File: src/hdl/lfc_pkg.sv
// Constants and carrier types for the loop-filter capacitor registers.
// Assumes a 32-bit AXI4-Lite master and one 40 MHz system clock.
package lfc_pkg;
    localparam int ADDR_W = 12;
    localparam int DATA_W = 32;
    // Register indices as printed; byte address is four times the index
    localparam logic [ADDR_W-3:0] IDX_CAP_ONE = 10'h05c;
    localparam logic [ADDR_W-3:0] IDX_CAP_TWO = 10'h05d;
    // Field layout of each 8-bit register
    localparam int UNIMPL_BIT = 7;
    localparam int TRIM_MSB = 6;
    localparam int TRIM_LSB = 5;
    localparam int CODE_MSB = 4;
    localparam int CODE_LSB = 0;
    localparam int REG_W = 8;
    // Power-on values
    localparam logic [1:0] TRIM_RST = 2'h1;
    localparam logic [4:0] CODE_RST = 5'h07;
    // AXI responses
    localparam logic [1:0] RESP_OKAY = 2'h0;
    localparam logic [1:0] RESP_SLVERR = 2'h2;

    // Stored part of one register, bits 6 down to 0
    typedef struct packed {
        logic [1:0] factory_trim_bits;
        logic [4:0] code;
    } lfc_capreg_t;

    // Settings that go to the analog loop filter
    typedef struct packed {
        logic [1:0] trim_first;
        logic [4:0] loop_cap_first_code;
        logic [1:0] trim_second;
        logic [4:0] loop_cap_second_code;
    } lfc_caps_t;

    localparam lfc_capreg_t CAPREG_RST = '{factory_trim_bits: TRIM_RST, code: CODE_RST};
endpackage

File: src/hdl/lfc_regs.sv
// Two loop-filter capacitor code registers behind an AXI4-Lite slave.
// Assumes a master that keeps at most one write and one read under way.
//
// Decided for this implementation: register access over AXI4-Lite.
`timescale 1ns/1ps

// Behaviour
// Bit 7 of both registers reads zero; writes to it are ignored.
// Trim bits 6:5 reset to 0 and 1; host writes them back unchanged.
// Index 0x5C holds first capacitor code in bits 4:0, reset 00111.
// Index 0x5D holds second capacitor code in bits 4:0, reset 00111.
// Codes are unsigned; larger code means linearly larger capacitance.
// Host picks both codes from the phase detector comparison frequency.
// Reads return last written code and trim bits, reset values before.
module lfc_regs (
    input wire logic CLK_SYS,
    input wire logic RST_N,
    input wire logic [lfc_pkg::ADDR_W-1:0] S_AXI_AWADDR,
    input wire logic S_AXI_AWVALID,
    output logic S_AXI_AWREADY,
    input wire logic [lfc_pkg::DATA_W-1:0] S_AXI_WDATA,
    input wire logic [3:0] S_AXI_WSTRB,
    input wire logic S_AXI_WVALID,
    output logic S_AXI_WREADY,
    output logic [1:0] S_AXI_BRESP,
    output logic S_AXI_BVALID,
    input wire logic S_AXI_BREADY,
    input wire logic [lfc_pkg::ADDR_W-1:0] S_AXI_ARADDR,
    input wire logic S_AXI_ARVALID,
    output logic S_AXI_ARREADY,
    output logic [lfc_pkg::DATA_W-1:0] S_AXI_RDATA,
    output logic [1:0] S_AXI_RRESP,
    output logic S_AXI_RVALID,
    input wire logic S_AXI_RREADY,
    output lfc_pkg::lfc_caps_t CAP_CFG
);

    lfc_pkg::lfc_capreg_t cap1_r;
    lfc_pkg::lfc_capreg_t cap2_r;
    logic aw_held_r;
    logic [lfc_pkg::ADDR_W-1:0] awaddr_r;
    logic w_held_r;
    logic [lfc_pkg::DATA_W-1:0] wdata_r;
    logic wstrb0_r;
    logic bvalid_r;
    logic [1:0] bresp_r;
    logic rvalid_r;
    logic [1:0] rresp_r;
    logic [lfc_pkg::DATA_W-1:0] rdata_r;
    logic [lfc_pkg::DATA_W-1:0] rdata_nxt;

    wire aw_take = S_AXI_AWVALID && S_AXI_AWREADY;
    wire w_take = S_AXI_WVALID && S_AXI_WREADY;
    wire ar_take = S_AXI_ARVALID && S_AXI_ARREADY;

    // Write side: address and data may arrive in either order
    wire aw_have = aw_held_r || aw_take;
    wire w_have = w_held_r || w_take;
    wire do_wr = aw_have && w_have && !bvalid_r;
    wire [lfc_pkg::ADDR_W-1:0] wr_addr = aw_held_r ? awaddr_r : S_AXI_AWADDR;
    wire [lfc_pkg::DATA_W-1:0] wr_data = w_held_r ? wdata_r : S_AXI_WDATA;
    wire wr_lane0 = w_held_r ? wstrb0_r : S_AXI_WSTRB[0];
    wire [lfc_pkg::ADDR_W-3:0] wr_idx = wr_addr[lfc_pkg::ADDR_W-1:2];
    wire wr_hit1 = (wr_idx == lfc_pkg::IDX_CAP_ONE);
    wire wr_hit2 = (wr_idx == lfc_pkg::IDX_CAP_TWO);
    wire wr_hit = wr_hit1 || wr_hit2;
    // bit 7 dropped
    wire lfc_pkg::lfc_capreg_t wr_val = wr_data[lfc_pkg::TRIM_MSB:lfc_pkg::CODE_LSB];
    wire wr_en1 = do_wr && wr_hit1 && wr_lane0;
    wire wr_en2 = do_wr && wr_hit2 && wr_lane0;

    // Read side decode
    wire [lfc_pkg::ADDR_W-3:0] rd_idx = S_AXI_ARADDR[lfc_pkg::ADDR_W-1:2];
    wire rd_hit1 = (rd_idx == lfc_pkg::IDX_CAP_ONE);
    wire rd_hit2 = (rd_idx == lfc_pkg::IDX_CAP_TWO);

    // Handshake outputs
    assign S_AXI_AWREADY = !aw_held_r && !bvalid_r;
    assign S_AXI_WREADY = !w_held_r && !bvalid_r;
    assign S_AXI_ARREADY = !rvalid_r;
    assign S_AXI_BVALID = bvalid_r;
    assign S_AXI_BRESP = bresp_r;
    assign S_AXI_RVALID = rvalid_r;
    assign S_AXI_RRESP = rresp_r;
    assign S_AXI_RDATA = rdata_r;

    // unimplemented bit and upper bits read zero
    always_comb begin
        rdata_nxt = '0;
        if (rd_hit1) begin
            rdata_nxt[lfc_pkg::TRIM_MSB:lfc_pkg::CODE_LSB] = cap1_r;
        end else if (rd_hit2) begin
            rdata_nxt[lfc_pkg::TRIM_MSB:lfc_pkg::CODE_LSB] = cap2_r;
        end
    end

    // codes leave as unsigned magnitudes to the filter
    assign CAP_CFG.trim_first = cap1_r.factory_trim_bits;
    assign CAP_CFG.loop_cap_first_code = cap1_r.code;
    assign CAP_CFG.trim_second = cap2_r.factory_trim_bits;
    assign CAP_CFG.loop_cap_second_code = cap2_r.code;

    // trim bits reset to 0 and 1 and keep what is written
    // first code resets to 00111
    // second code resets to 00111
    always_ff @(posedge CLK_SYS) begin
        if (!RST_N) begin
            cap1_r <= lfc_pkg::CAPREG_RST;
            cap2_r <= lfc_pkg::CAPREG_RST;
        end else begin
            if (wr_en1) begin
                cap1_r <= wr_val;
            end
            if (wr_en2) begin
                cap2_r <= wr_val;
            end
        end
    end

    // Holding of write address and data until both are present
    always_ff @(posedge CLK_SYS) begin
        if (!RST_N) begin
            aw_held_r <= 1'b0;
            w_held_r <= 1'b0;
            awaddr_r <= '0;
            wdata_r <= '0;
            wstrb0_r <= 1'b0;
        end else begin
            if (aw_take) begin
                awaddr_r <= S_AXI_AWADDR;
            end
            if (w_take) begin
                wdata_r <= S_AXI_WDATA;
                wstrb0_r <= S_AXI_WSTRB[0];
            end
            aw_held_r <= aw_have && !do_wr;
            w_held_r <= w_have && !do_wr;
        end
    end

    // Write response; unmapped addresses answer SLVERR
    always_ff @(posedge CLK_SYS) begin
        if (!RST_N) begin
            bvalid_r <= 1'b0;
            bresp_r <= lfc_pkg::RESP_OKAY;
        end else if (do_wr) begin
            bvalid_r <= 1'b1;
            bresp_r <= wr_hit ? lfc_pkg::RESP_OKAY : lfc_pkg::RESP_SLVERR;
        end else if (S_AXI_BREADY) begin
            bvalid_r <= 1'b0;
        end
    end

    // read returns stored values
    always_ff @(posedge CLK_SYS) begin
        if (!RST_N) begin
            rvalid_r <= 1'b0;
            rresp_r <= lfc_pkg::RESP_OKAY;
            rdata_r <= '0;
        end else if (ar_take) begin
            rvalid_r <= 1'b1;
            rdata_r <= rdata_nxt;
            rresp_r <= (rd_hit1 || rd_hit2) ? lfc_pkg::RESP_OKAY : lfc_pkg::RESP_SLVERR;
        end else if (S_AXI_RREADY) begin
            rvalid_r <= 1'b0;
        end
    end
endmodule // lfc_regs

File: config.mk
export PLATFORM = sky130hd
export DESIGN_NAME = lfc_regs
export DESIGN_NICKNAME = d
export VERILOG_FILES = /design/src/hdl/lfc_pkg.sv /design/src/hdl/lfc_regs.sv
export SDC_FILE = /design/constraint.sdc
export NUM_CORES = 1
export LEC_CHECK = 0
export BUFFER_PORTS_ARGS = -buffer_cell sky130_fd_sc_hd__buf_4
export CAP_MARGIN = 0
export CORE_AREA = 2 2 94 96
export DETAILED_ROUTE_END_ITERATION = 8
export DIE_AREA = 0 0 96 98
export RECOVER_POWER = 50
export SYNTH_ARGS = -nofsm -noshare
export SYNTH_HDL_FRONTEND = slang
export SYNTH_SLANG_ARGS = --single-unit
export TNS_END_PERCENT = 30
File: constraint.sdc
create_clock -name CLK_SYS -period 1.55 [get_ports CLK_SYS]
set_input_delay 0.3875 -clock CLK_SYS [delete_from_list [all_inputs] [get_ports CLK_SYS]]
set_output_delay 0.3875 -clock CLK_SYS [all_outputs]
set_load 0.02 [all_outputs]
Word level (Yosys, flattened, before mapping)
Index checks and enable logic that the tools add are counted.
{"block": "classes", "n_reduce_logical": 24, "n_mux": 11, "n_eq_ne": 4}
{"op": "== test 10 x 7 -> 1 bit, second input constant", "count": 4}
{"op": "two-way mux 7 bit", "count": 3}
{"op": "logical AND 1 bit", "count": 13}
{"op": "two-way mux 12 bit", "count": 1}
{"op": "zero test 1 bit", "count": 5}
{"op": "two-way mux 1 bit", "count": 5}
{"op": "logical OR 1 bit", "count": 4}
{"op": "two-way mux 2 bit", "count": 2}
{"op": "nonzero test 2 bit", "count": 2}
{"block": "word_totals", "elab_cells": 53, "ff_bits": 49, "input_bits": 67, "out_inout_bits": 55}

Depth between registers and ports, before layout
Gate-level depths: netlist of run 1.
{"block": "logic_depth", "ltp_word": 8, "mapped_depth": 6, "mapped_depth_nobuf": 4}

Least setup slack after synthesis of run 1
Ideal clock, no wire load.
{"block": "synth_timing", "kind": "input to register", "start": "input port S_AXI_AWADDR[9] (netlist bit)", "end": "register cap2_r, in the netlist CAP_CFG[3]", "setup_time_ns": 0.072, "n_path_buf": 1, "required_ns": 1.478, "path_stages": 5, "arrival_time_ns": 1.373, "slack_ns": 0.106, "path_cell_list": "nand4bb_1 nor4_4 o211a_1 buf_4 mux2i_1"}
{"block": "synth_between", "elab_chain_len": 4}
{"element": "from (decl)", "line_no": "lfc_regs.sv:18", "source": "input wire logic [lfc_pkg::ADDR_W-1:0] S_AXI_AWADDR,"}
{"element": "two-way mux 12 bit", "line_no": "lfc_regs.sv:60", "source": "wire [lfc_pkg::ADDR_W-1:0] wr_addr = aw_held_r ? awaddr_r : S_AXI_AWADDR;"}
{"element": "== test 10 x 7 -> 1 bit", "line_no": "lfc_regs.sv:65", "source": "wire wr_hit2 = (wr_idx == lfc_pkg::IDX_CAP_TWO);"}
{"element": "logical AND 1 bit (2 in series)", "line_no": "lfc_regs.sv:70", "source": "wire wr_en2 = do_wr && wr_hit2 && wr_lane0;"}
{"element": "to (signal assigned)", "line_no": "lfc_regs.sv:109", "source": "cap2_r <= lfc_pkg::CAPREG_RST;"}
{"element": "to (signal assigned)", "line_no": "lfc_regs.sv:115", "source": "cap2_r <= wr_val;"}
{"element": "to (decl)", "line_no": "lfc_regs.sv:39", "source": "lfc_pkg::lfc_capreg_t cap2_r;"}
Every way passes these cells.
A chain may end at the register's enable or synchronous reset.

Worst setup path in the final report of run 1
{"block": "layout_timing", "start": "register awaddr_r[11] (netlist bit)", "end": "register cap2_r, in the netlist CAP_CFG[6]"}
{"block": "layout_between", "elab_chain_len": 4}
{"element": "from (decl)", "line_no": "lfc_regs.sv:41", "source": "logic [lfc_pkg::ADDR_W-1:0] awaddr_r;"}
{"element": "from (signal assigned)", "line_no": "lfc_regs.sv:125", "source": "awaddr_r <= '0;"}
{"element": "from (signal assigned)", "line_no": "lfc_regs.sv:130", "source": "awaddr_r <= S_AXI_AWADDR;"}
{"element": "two-way mux 12 bit", "line_no": "lfc_regs.sv:60"}
{"element": "== test 10 x 7 -> 1 bit", "line_no": "lfc_regs.sv:65"}
{"element": "logical AND 1 bit (2 in series)", "line_no": "lfc_regs.sv:70"}
Every way passes these cells.

==> summary.md, run 1 <==
| Metric | Value |
|---|---|
| Final core area utilization | `33.9%` |
| Worst-path maximum fanout | `7` |
| Total power | `between 2 and 2.5 mW` |
| Area growth syn-to-layout | `26.6%` |
| Setup repair after global routing missed its margin | `yes` |
| Cell total after placement | `406` |
| Average routed wire per standard cell | `12.3 µm` |
| Insertion delay of the later-clocked pin in the worst-skew pair | `slightly below 0.3 ns` |
| Number of failing setup endpoints in the final timing report | `0` |
| Fraction of layout instances using a drive strength above 1 | `around 30%` |
| Sinks on Clock Net | `45` |
| Switching share of total power | `27.3%` |
| Kind of cell with the highest combined delay on the critical path | `simple AND/OR/NAND/NOR gates` |
| Via count of the first global-routing pass | `approximately 1.6k` |
| Die Width | `96 µm` |
| Cell accounting for the most synthesized area | `sky130_fd_sc_hd__dfxtp_1` |
| Total wire length after detailed routing | `5080 µm` |
| Clock transition at the register clock pins on the worst setup and hold paths after CTS | `~0.08 ns` |
| Pins over their slew limit | `0` |
| Post-detailed-route DRC marker count | `0` |
| Number of ports placed on the die boundary | `roughly 120` |
| Number of instances in the synthesized netlist | `~250` |
| Tightest Hold Check Type | `input port to register` |
| Overall via count from detail_route | `between 1.5k and 2k` |
| Total of fill cells in the finished design | `~890` |
| Worst Path Class, Setup | `register to register` |
| Worst EP arrival | `1.71 ns` |
| Number of cells on the critical path | `5` |
| Reported leakage power | `1.20 nW` |
| Setup Skew | `around 0.0052 ns` |
| CP endpoint kind | `register` |
| N_diodes | `0` |
| First-iteration detailed-routing DRC count | `45` |
| Overall routing resource usage | `a little over a tenth` |
| Chip height | `between 90 and 100 µm` |
| Share of the cycle needed by the critical path after routing | `96.0%` |
| Footprint of the multi-input gates | `approximately 1200 µm²` |
| Reg power frac | `slightly above 50%` |
| Routed vias/inst | `between 4 and 5` |
| Count of buffering cells on the critical path with inverters included | `1` |
| Largest vdd supply drop | `between 0.3 and 0.4 mV` |
| Antenna Violating Nets Remaining | `0` |
| Synth Cell Area | `2270 µm²` |
| Power Density | `about 860 nW/µm²` |
| Maximum clock path buffer count | `2` |
| Category of the worst setup path launch point | `register` |
| Maxcap violations | `0` |
| Commonest non-fill, non-tap cell in the layout | `sky130_fd_sc_hd__buf_4` |
| Commonest cells after routing, fill and taps aside | `sky130_fd_sc_hd__buf_4 (55), sky130_fd_sc_hd__nand2_1 (50), sky130_fd_sc_hd__dfxtp_1 (40)` |
| Master cell of the clock root buffer | `sky130_fd_sc_hd__clkbuf_8` |
| Unique cell type count in the Yosys netlist | `29` |
| Initial DRT Pass Iterations | `6` |
| Logic pwr share | `between 10% and 20%` |
| Internal power consumption | `roughly 1.8 mW` |
| Num CTS Buffers | `5` |
| Share of Yosys cell area claimed by the top area cell type | `between 30% and 40%` |
| Main area contributors after synthesis | `sky130_fd_sc_hd__dfxtp_1 (40%), sky130_fd_sc_hd__buf_4 (9.6%), sky130_fd_sc_hd__mux2i_1 (8.8%), sky130_fd_sc_hd__nand2_1 (8.3%), sky130_fd_sc_hd__a21boi_0 (6.3%)` |
| Number of antenna violations at the first check in global routing | `0` |
| Seq/Total Area, Yosys | `39.7%` |
| R2R cell count | `5` |
| Maximum cell stage delay along the critical path | `0.34 ns` |
| Fmax achieved | `around 0.67 GHz` |
| Final estimated routing congestion in global placement | `0.699` |
| Final number of hold-violating endpoints | `0` |
| Time the worst path needs with I/O delays and setup | `approximately 1.5 ns` |
| Layout net count | `372` |
| H-tree depth | `2` |
| GRT overflow | `0` |
| Fin cells | `just over 400` |
| Count of buffers from port buffering | `62` |
| Number of instances on the worst hold path | `2` |
| Worst Path Required | `approximately 1.8 ns` |
| Run status | `complete, no violations` |
| Synthesized flop and latch total | `45` |
| CTS hold repair buffers | `0` |
| Per-instance average area after synthesis | `around 9 µm²` |
| Ys Warns | `0` |
| Row cnt | `34` |
| Crit-path cells | `nor4bb_4 -> and4b_2 -> o211a_1 -> buf_12 -> mux2i_1` |
| Initial cell density of the core | `26.8%` |
| Area of the core region | `roughly 8500 µm²` |
| Die Area | `between 9000 and 10,000 µm²` |
| FF/Latch Area | `907 µm²` |
| Detailed-placement wirelength estimate | `3820 µm` |
| Slowest cell on the critical path | `sky130_fd_sc_hd__dfxtp_2` |
| Largest net degree at the start of global routing | `41` |
| TritonCTS clock tree | `done` |
| Share of power burned in the clock network | `between 30% and 40%` |
| First-pass GRT wire length | `a little under 8000 µm` |
| Switching power summed over all nets | `between 600 and 700 µW` |
[kinds of logic after synthesis]
group	count (synthesis)	share of synthesized area, %
flops	45	39.7
other cells	1	0.165
mux	31	14.3
buf+inv	42	12.4
simple gates	95	22.8
compound gates	31	10.6
[power by group through the flow]
stage                     combinational [mW]  clock (mW)  sequential (mW)
after detailed placement               0.446           0             1.27
after global routing                   0.493       0.876             1.26
after CTS                              0.447       0.840             1.24
final                                  0.443       0.792             1.25
after floorplan                        0.337           0             1.27
after global placement                 0.440           0             1.27
[synth_stat cells, drive strengths merged]
cell type,number
dlygate4sd1,1
and4,1
nor4bb,4
and4b,1
inv,2
nor2b,15
and2,6
a21boi,20
conb,1
o21ai,1
o211ai,1
mux2,11
nor2,10
mux2i,20
nand4bb,2
clkbuf,7
nand2,50
or3,2
dfxtp,45
nand2b,2
o211a,2
nor4,2
a22oi,7
buf,32
[layer usage]
metal | routed length (µm) | global-route usage, % | vias to the layer above
li1 | - | - | 887
met1 | 2190 | 13.6 | 810
met2 | 2510 | 17.8 | 51
met3 | 321 | 3.24 | 5
met4 | 57 | 3.30 | 0
met5 | 0 | 0 | -
[sequential cells by signal, summed over array words and instances, names as in the netlist]
| name | count |
|---|---|
| awaddr_r | 10 |
| CAP_CFG | 14 |
| w_held_r | 1 |
| S_AXI_RDATA | 7 |
| S_AXI_RRESP | 1 |
| S_AXI_BRESP | 1 |
| S_AXI_BVALID | 1 |
| wdata_r | 7 |
| wstrb0_r | 1 |
| S_AXI_RVALID | 1 |
| aw_held_r | 1 |
[cell type report]
type	instances	area share, %
clock inverters	1	0.174
well taps	108	4.71
flip-flops and latches	45	31.6
clock buffers	7	3.36
inverters	2	0.261
repair buffers	67	17.6
multi-input cells	184	42.3
[worst reg2reg max path: cells and delay by family, from the launching register on]
family                 cells  cell delay (ns)
flip-flops                 1             0.34
AO/OA/AOI/OAI              1             0.19
AND/OR/NAND/NOR            2             0.56
buffers and inverters      1             0.14
multiplexers               1             0.18
[stage by stage]
stage	instance area (µm²)	setup slack, ns	hold WS, ns	setup TNS (ns)
2_1_floorplan	2370	0.106	0.438	0
3_3_place_gp	2770	-0.171	0.445	-1.66
3_5_place_dp	2770	-0.182	0.453	-1.77
4_1_cts	2870	0.00871	0.318	0
5_1_grt	2870	-0.0272	0.328	-0.0711
6_report	2870	0.0616	0.330	0
[worst paths after layout]
kind	start	to	slack (ns)
max	awaddr_r[11]	CAP_CFG[6]	0.06
min	S_AXI_ARVALID	S_AXI_RVALID	0.33
max reg2reg	awaddr_r[11]	CAP_CFG[6]	0.06
min reg2reg	wdata_r[4]	wdata_r[4]	0.46
[timing repair]
item                       4_1_cts  5_1_grt
setup buffers                    0        0
gates resized for setup          0       12
setup endpoints to repair        0       22
Note: power is estimated with default switching activity, not from simulation.
==> inputs of run 2 (changes only) <==
CELL_PAD_IN_SITES_DETAIL_PLACEMENT = 0   (was not set)
CELL_PAD_IN_SITES_GLOBAL_PLACEMENT = 1   (was not set)
PLACE_DENSITY_LB_ADDON = 0.1   (was not set)
REMOVE_ABC_BUFFERS = 1   (was not set)
==> summary.md, run 2 (synthesis gave the netlist of run 1 again) <==
| Metric | Value |
|---|---|
| Run status | `complete, no violations` |
| Reg power frac | `49.6% (-0.7 points)` |
| Count of buffers from port buffering | `62 (unchanged)` |
| Total wire length after detailed routing | `5250 µm (+3.3%)` |
| N_diodes | `0 (unchanged)` |
| First-iteration detailed-routing DRC count | `29 (-36%)` |
| Largest net degree at the start of global routing | `24 (-41%)` |
| CP endpoint kind | `register` |
| Setup repair after global routing missed its margin | `yes` |
| Worst Path Required | `1.78 ns (about the same)` |
| Share of the cycle needed by the critical path after routing | `95.2% (-0.86 points)` |
| Setup slack of the critical path after layout | `0.0749 ns (+0.0133 ns)` |
| Row cnt | `34 (unchanged)` |
| Final estimated routing congestion in global placement | `0.713 (+2.0%)` |
| Switching share of total power | `27.9% (+0.55 points)` |
| Setup Skew | `0.00593 ns (+0.000727 ns)` |
| GRT overflow | `0 (unchanged)` |
| Sum of negative setup slack | `0 ns (unchanged)` |
| Logic pwr share | `18.3% (+0.5 points)` |
| Sinks on Clock Net | `45 (unchanged)` |
| Routed vias/inst | `4.14 (-2.2%)` |
| Total power | `2.52 mW (+1.6%)` |
| Reg-to-Reg Start | `awaddr_r[11]` |
| Switching power summed over all nets | `702 µW (+3.6%)` |
| Antenna Violating Nets Remaining | `0 (unchanged)` |
| Number of ports placed on the die boundary | `122 (unchanged)` |
| Time the worst path needs with I/O delays and setup | `1.48 ns (-0.0133 ns)` |
| Internal power consumption | `1.82 mW (+0.79%)` |
| Number of buffers added for setup after CTS | `0 (unchanged)` |
| Fmax achieved | `0.678 GHz (+0.90%)` |
| Maxcap violations | `0 (unchanged)` |
| Overall routing resource usage | `11.5% (+0.63 points)` |
| Tightest Hold Check Type | `input port to register` |
| Die Area | `9410 µm² (unchanged)` |
| Worst Path Class, Setup | `register to register` |
| Number of antenna violations at the first check in global routing | `0 (unchanged)` |
| Overall via count from detail_route | `1,748 (-0.29%)` |
| Area growth syn-to-layout | `27.5%` |
| Pins over their slew limit | `0 (unchanged)` |
| Chip height | `98 µm (unchanged)` |
| End of the worst register-to-register path | `CAP_CFG[3]` |
| Final number of hold-violating endpoints | `0 (unchanged)` |
| End point of the most critical hold path | `S_AXI_RVALID` |
| Initial cell density of the core | `26.8% (unchanged)` |
| Fraction of layout instances using a drive strength above 1 | `27.4% (-2.4 points)` |
| Setup slack of the worst register-to-register path | `0.07 ns (about the same)` |
| Pre-CTS setup slack | `-0.175 ns (+0.00691 ns)` |
| Detailed-placement wirelength estimate | `3940 µm (+3.2%)` |
| H-tree depth | `2 (unchanged)` |
| Fin cells | `422 (+1.9%)` |
| Clock transition at the register clock pins on the worst setup and hold paths after CTS | `0.09 ns (about the same)` |
| Via count of the first global-routing pass | `1,636 (+0.86%)` |
| Die Width | `96 µm (unchanged)` |
| Worst EP arrival | `1.70 ns (about the same)` |
| Largest vdd supply drop | `0.273 mV (-31%)` |
| Crit-path cells | `nor4bb_4 -> and4b_2 -> o211a_1 -> buf_12 -> mux2i_1` |
| CTS hold repair buffers | `0 (unchanged)` |
| Post-detailed-route DRC marker count | `0 (unchanged)` |
| Number of failing setup endpoints in the final timing report | `0 (unchanged)` |
| First-pass GRT wire length | `8310 µm (+4.4%)` |
| Final core area utilization | `34.2% (+0.24 points)` |
| Cell total after placement | `414 (+2.0%)` |
| R2R cell count | `5 (unchanged)` |
| Worst Hold Launch | `S_AXI_ARVALID` |
| Commonest non-fill, non-tap cell in the layout | `sky130_fd_sc_hd__nand2_1` |
| Total placed instance area | `2840 µm² (+2.6%)` |
| Number of flip-flops in the largest register | `14 (unchanged)` |
| Smallest hold slack | `0.337 ns (+0.00707 ns)` |
| Master cell of the clock root buffer | `sky130_fd_sc_hd__clkbuf_8` |
| Maximum clock path buffer count | `2 (unchanged)` |
| Layout net count | `380 (+2.2%)` |
| Area of the core region | `8470 µm² (unchanged)` |
| TritonCTS clock tree | `done` |
| Share of power burned in the clock network | `32.1% (+0.2 points)` |
| Worst-path maximum fanout | `7 (unchanged)` |
| Total of fill cells in the finished design | `935 (+4.7%)` |
| Insertion delay of the later-clocked pin in the worst-skew pair | `0.30 ns (about the same)` |
| Kind of cell with the highest combined delay on the critical path | `simple AND/OR/NAND/NOR gates` |
| Reported leakage power | `1.19 nW (-1.0%)` |
| Slowest cell on the critical path | `sky130_fd_sc_hd__dfxtp_2` |
| Number of instances on the worst hold path | `2 (unchanged)` |
| Average routed wire per standard cell | `12.4 µm (+1.4%)` |
| Maximum cell stage delay along the critical path | `0.34 ns (about the same)` |
| Commonest cells after routing, fill and taps aside | `sky130_fd_sc_hd__nand2_1 (50), sky130_fd_sc_hd__buf_4 (46), sky130_fd_sc_hd__dfxtp_1 (37)` |
| Num CTS Buffers | `5 (unchanged)` |
| Count of buffering cells on the critical path with inverters included | `1 (unchanged)` |
| Initial DRT Pass Iterations | `4 (-2)` |
| Category of the worst setup path launch point | `register` |
| Layout Cell Area excl Fill | `2890 µm² (+0.70%)` |
| Power Density | `872 nW/µm² (+0.85%)` |
run 2: cell count changes in the layout (fill, tap and decap cells not counted):
cell,delta
sky130_fd_sc_hd__buf_4,-9
sky130_fd_sc_hd__dfxtp_1,-3
sky130_fd_sc_hd__or3_1,-1
sky130_fd_sc_hd__or3_4,+1
sky130_fd_sc_hd__buf_12,+1
sky130_fd_sc_hd__clkbuf_1,+16
sky130_fd_sc_hd__dfxtp_2,+3
sky130_fd_sc_hd__and2_1,+1
sky130_fd_sc_hd__and2_2,-1
run 2: area by class of cell:
class / instances / area (µm²) / area share, %
Multi-Input combinational cell: 184 / 1220 / 42.1
Timing Repair Buffer: 75 / 519 / 18.0
Clock inverter: 1 / 5.00 / 0.173
Clock buffer: 7 / 96.3 / 3.33
Tap cell: 108 / 135 / 4.67
Inverter: 2 / 7.51 / 0.260
Sequential cell: 45 / 911 / 31.5
run 2: routing by layer:
metal / vias up / routed length (µm) / track usage [%] / share of wire [%]
li1: 905 / - / - / -
met1: 792 / 2420 / 15.1 / 46
met2: 46 / 2480 / 18.1 / 47
met3: 5 / 280 / 3.47 / 5.3
met4: 0 / 68 / 3.30 / 1.3
met5: - / 0 / 0 / 0
run 2: timing repair:
| action | in CTS | in global routing |
|---|---|---|
| gates cloned | 0 | 0 |
| gates resized for setup | 4 | 10 |
| pin swaps | 0 | 2 |
| setup endpoints to repair | 5 | 9 |
| hold endpoints to repair | 0 | 0 |
run 2: worst max path at each step:
stage	startpoint	to	slack, ns	cells past startpoint
final	awaddr_r[11]	CAP_CFG[3]	0.07	5
after global routing	awaddr_r[4]	CAP_CFG[1]	-0.02	5
after CTS	awaddr_r[4]	CAP_CFG[3]	0.02	5
after detailed placement	S_AXI_AWADDR[9]	CAP_CFG[6]	-0.17	6
after global placement	S_AXI_AWADDR[9]	CAP_CFG[4]	-0.16	6
after floorplan	w_held_r	CAP_CFG[0]	-0.02	4
run 2: power by group through the flow:
stage               clock (mW)  sequential [mW]  combinational (mW)
finish                   0.809             1.25               0.462
CTS                      0.852             1.24               0.474
global placement             0             1.27               0.470
detailed placement           0             1.27               0.471
global route             0.885             1.26               0.512
floorplan                    0             1.28               0.241
==> inputs of run 3 (changes only) <==
MAX_ROUTING_LAYER = met4   (was not set)
clock period = 1.3 ns   (was 1.55 ns; I/O delays follow)
==> summary.md, run 3 (synthesis gave the netlist of run 1 again) <==
| Metric | Value |
|---|---|
| Run status | `finished, violations left` |
| Failing checks | `negative setup slack` |
| Kind of cell with the highest combined delay on the critical path | `simple AND/OR/NAND/NOR gates` |
| Initial cell density of the core | `26.8% (unchanged)` |
| Clock transition at the register clock pins on the worst setup and hold paths after CTS | `0.08 ns (about the same)` |
| Share of the cycle needed by the critical path after routing | `113% (+18 points)` |
| Setup slack of the critical path after layout | `-0.174 ns (-0.249 ns)` |
| Sinks on Clock Net | `45 (unchanged)` |
| Initial DRT Pass Iterations | `5 (+1)` |
| Total placed instance area | `2970 µm² (+4.4%)` |
| Launch point of the worst path | `awaddr_r[11]` |
| Average routed wire per standard cell | `12.3 µm (-1.4%)` |
| Crit-path cells | `nor4bb_4 -> and4b_2 -> o211a_1 -> buf_12 -> mux2i_1` |
| Layout net count | `395 (+3.9%)` |
| Final number of hold-violating endpoints | `0 (unchanged)` |
| Sum of negative setup slack | `-2.36 ns (-2.36 ns)` |
| Num CTS Buffers | `5 (unchanged)` |
| Number of buffers added for setup after CTS | `0 (unchanged)` |
| Maximum clock path buffer count | `2 (unchanged)` |
| R2R cell count | `5 (unchanged)` |
| TritonCTS clock tree | `done` |
| Final core area utilization | `36.3% (+2.2 points)` |
| H-tree depth | `2 (unchanged)` |
| Layout Cell Area excl Fill | `3080 µm² (+6.4%)` |
| Reg-to-Reg Start | `awaddr_r[11]` |
| Chip height | `98 µm (unchanged)` |
| Reported leakage power | `1.32 nW (+11%)` |
| Post-detailed-route DRC marker count | `0 (unchanged)` |
| N_diodes | `0 (unchanged)` |
| Worst EP arrival | `1.71 ns (about the same)` |
| Category of the worst setup path launch point | `register` |
| Setup repair after global routing missed its margin | `yes` |
| Row cnt | `34 (unchanged)` |
| Commonest cells after routing, fill and taps aside | `sky130_fd_sc_hd__buf_4 (55), sky130_fd_sc_hd__nand2_1 (50), sky130_fd_sc_hd__dfxtp_1 (37)` |
| Met3 WL | `312 µm (+11%)` |
| Insertion delay of the later-clocked pin in the worst-skew pair | `0.30 ns (about the same)` |
| Worst Path Required | `1.53 ns (-0.25 ns)` |
| Number of failing setup endpoints in the final timing report | `17 (+17)` |
| Largest net degree at the start of global routing | `18 (-25%)` |
| CP endpoint kind | `register` |
| Antenna Violating Nets Remaining | `0 (unchanged)` |
| Worst-path maximum fanout | `7 (unchanged)` |
| Die Area | `9410 µm² (unchanged)` |
| Tightest Hold Check Type | `input port to register` |
| Commonest non-fill, non-tap cell in the layout | `sky130_fd_sc_hd__buf_4` |
| Maximum cell stage delay along the critical path | `0.34 ns (about the same)` |
| CTS hold repair buffers | `0 (unchanged)` |
| Count of buffers from port buffering | `62 (unchanged)` |
| Number of flip-flops in the largest register | `14 (unchanged)` |
| Pins over their slew limit | `0 (unchanged)` |
| Setup Skew | `0.00444 ns (-0.00149 ns)` |
| GRT overflow | `0 (unchanged)` |
| Highest routed metal layer | `met4` |
| Worst Path Class, Setup | `register to register` |
| Detailed-placement wirelength estimate | `4130 µm (+4.7%)` |
| Number of ports placed on the die boundary | `122 (unchanged)` |
| Master cell of the clock root buffer | `sky130_fd_sc_hd__clkbuf_8` |
| M1 WL | `2370 µm (-2.0%)` |
| Area of the core region | `8470 µm² (unchanged)` |
| Worst Hold Launch | `S_AXI_WDATA[6]` |
| Number of instances on the worst hold path | `3 (+1)` |
| Time the worst path needs with I/O delays and setup | `1.47 ns (-0.00101 ns)` |
| Largest vdd supply drop | `0.450 mV (+65%)` |
| First-pass GRT wire length | `8610 µm (+3.7%)` |
| Overall via count from detail_route | `1,820 (+4.1%)` |
| Number of antenna violations at the first check in global routing | `0 (unchanged)` |
| Routed vias/inst | `4.17 (+0.78%)` |
| Die Width | `96 µm (unchanged)` |
| Maxcap violations | `0 (unchanged)` |
| Power Density | `989 nW/µm² (+13%)` |
| Final estimated routing congestion in global placement | `0.719 (+0.84%)` |
| Overall routing resource usage | `12.2% (+0.69 points)` |
| Fmax achieved | `0.678 GHz (about the same)` |
| Count of buffering cells on the critical path with inverters included | `1 (unchanged)` |
| Slowest cell on the critical path | `sky130_fd_sc_hd__dfxtp_2` |
| Fraction of layout instances using a drive strength above 1 | `36.0% (+8.6 points)` |
| Number of cells on the critical path | `5 (unchanged)` |
| First-iteration detailed-routing DRC count | `31 (+6.9%)` |
| Met2 layer wire length in the routed design | `2610 µm (+5.1%)` |
| Area growth syn-to-layout | `35.6%` |
| Via count of the first global-routing pass | `1,763 (+7.8%)` |
| Total wire length after detailed routing | `5350 µm (+1.9%)` |
==> run 3: cell count changes in the layout (fill, tap and decap cells not counted), moves of 6 or more <==
cell	delta
sky130_fd_sc_hd__buf_4	+9
sky130_fd_sc_hd__clkbuf_2	+13
sky130_fd_sc_hd__buf_6	+6
sky130_fd_sc_hd__clkbuf_1	-14
==> run 3: worst paths after layout <==
path | to | slack [ns]
worst min register to register | wdata_r[6] | 0.46
worst max register to register | CAP_CFG[3] | -0.17
worst min-delay path | wdata_r[6] | 0.28
worst max-delay path | CAP_CFG[3] | -0.17
==> run 3: timing repair <==
item,CTS,global route
setup endpoints to repair,18,28
hold endpoints to repair,0,0
gates resized for setup,16,15
pin swaps,2,5
==> run 3: worst reg2reg max path, cell delays in order, from the launching register on <==
cell and delay, ns:
sky130_fd_sc_hd__dfxtp_2 0.34, sky130_fd_sc_hd__nor4bb_4 0.28, sky130_fd_sc_hd__and4b_2 0.30, sky130_fd_sc_hd__o211a_1 0.19, sky130_fd_sc_hd__buf_12 0.14, sky130_fd_sc_hd__mux2i_1 0.17
==> run 3: power breakdown <==
group          internal, mW  total [mW]  switching [mW]  leakage (nW)
Clock                 0.423       0.887           0.465        0.0443
Combinational         0.335       0.668           0.333         0.901
Sequential             1.44        1.49          0.0449         0.371
==> run 3: layout make-up <==
type	instances	area (µm²)
Multi-Input combinational cell	184	1240
Clock buffer	7	86.3
Tap cell	108	135
Inverter	2	7.51
Timing Repair Buffer	90	688
Fill cell	883	5390
Sequential cell	45	916
==> run 3: layer usage <==
layer	GRT usage [%]	vias up
met5	-	-
met4	3.30	0
met3	3.47	5
met2	19.3	46
met1	15.0	840
li1	-	929
==> run 3: per-stage QoR <==
step / power [mW] / hold WS [ns] / setup slack, ns / instances
after CTS: 3.10 / 0.276 / -0.211 / 436
after global routing: 3.23 / 0.273 / -0.277 / 436
final: 3.04 / 0.277 / -0.174 / 436
after floorplan: 1.82 / 0.438 / -0.272 / 231
after detailed placement: 2.15 / 0.453 / -0.336 / 429
after global placement: 2.15 / 0.445 / -0.310 / 429
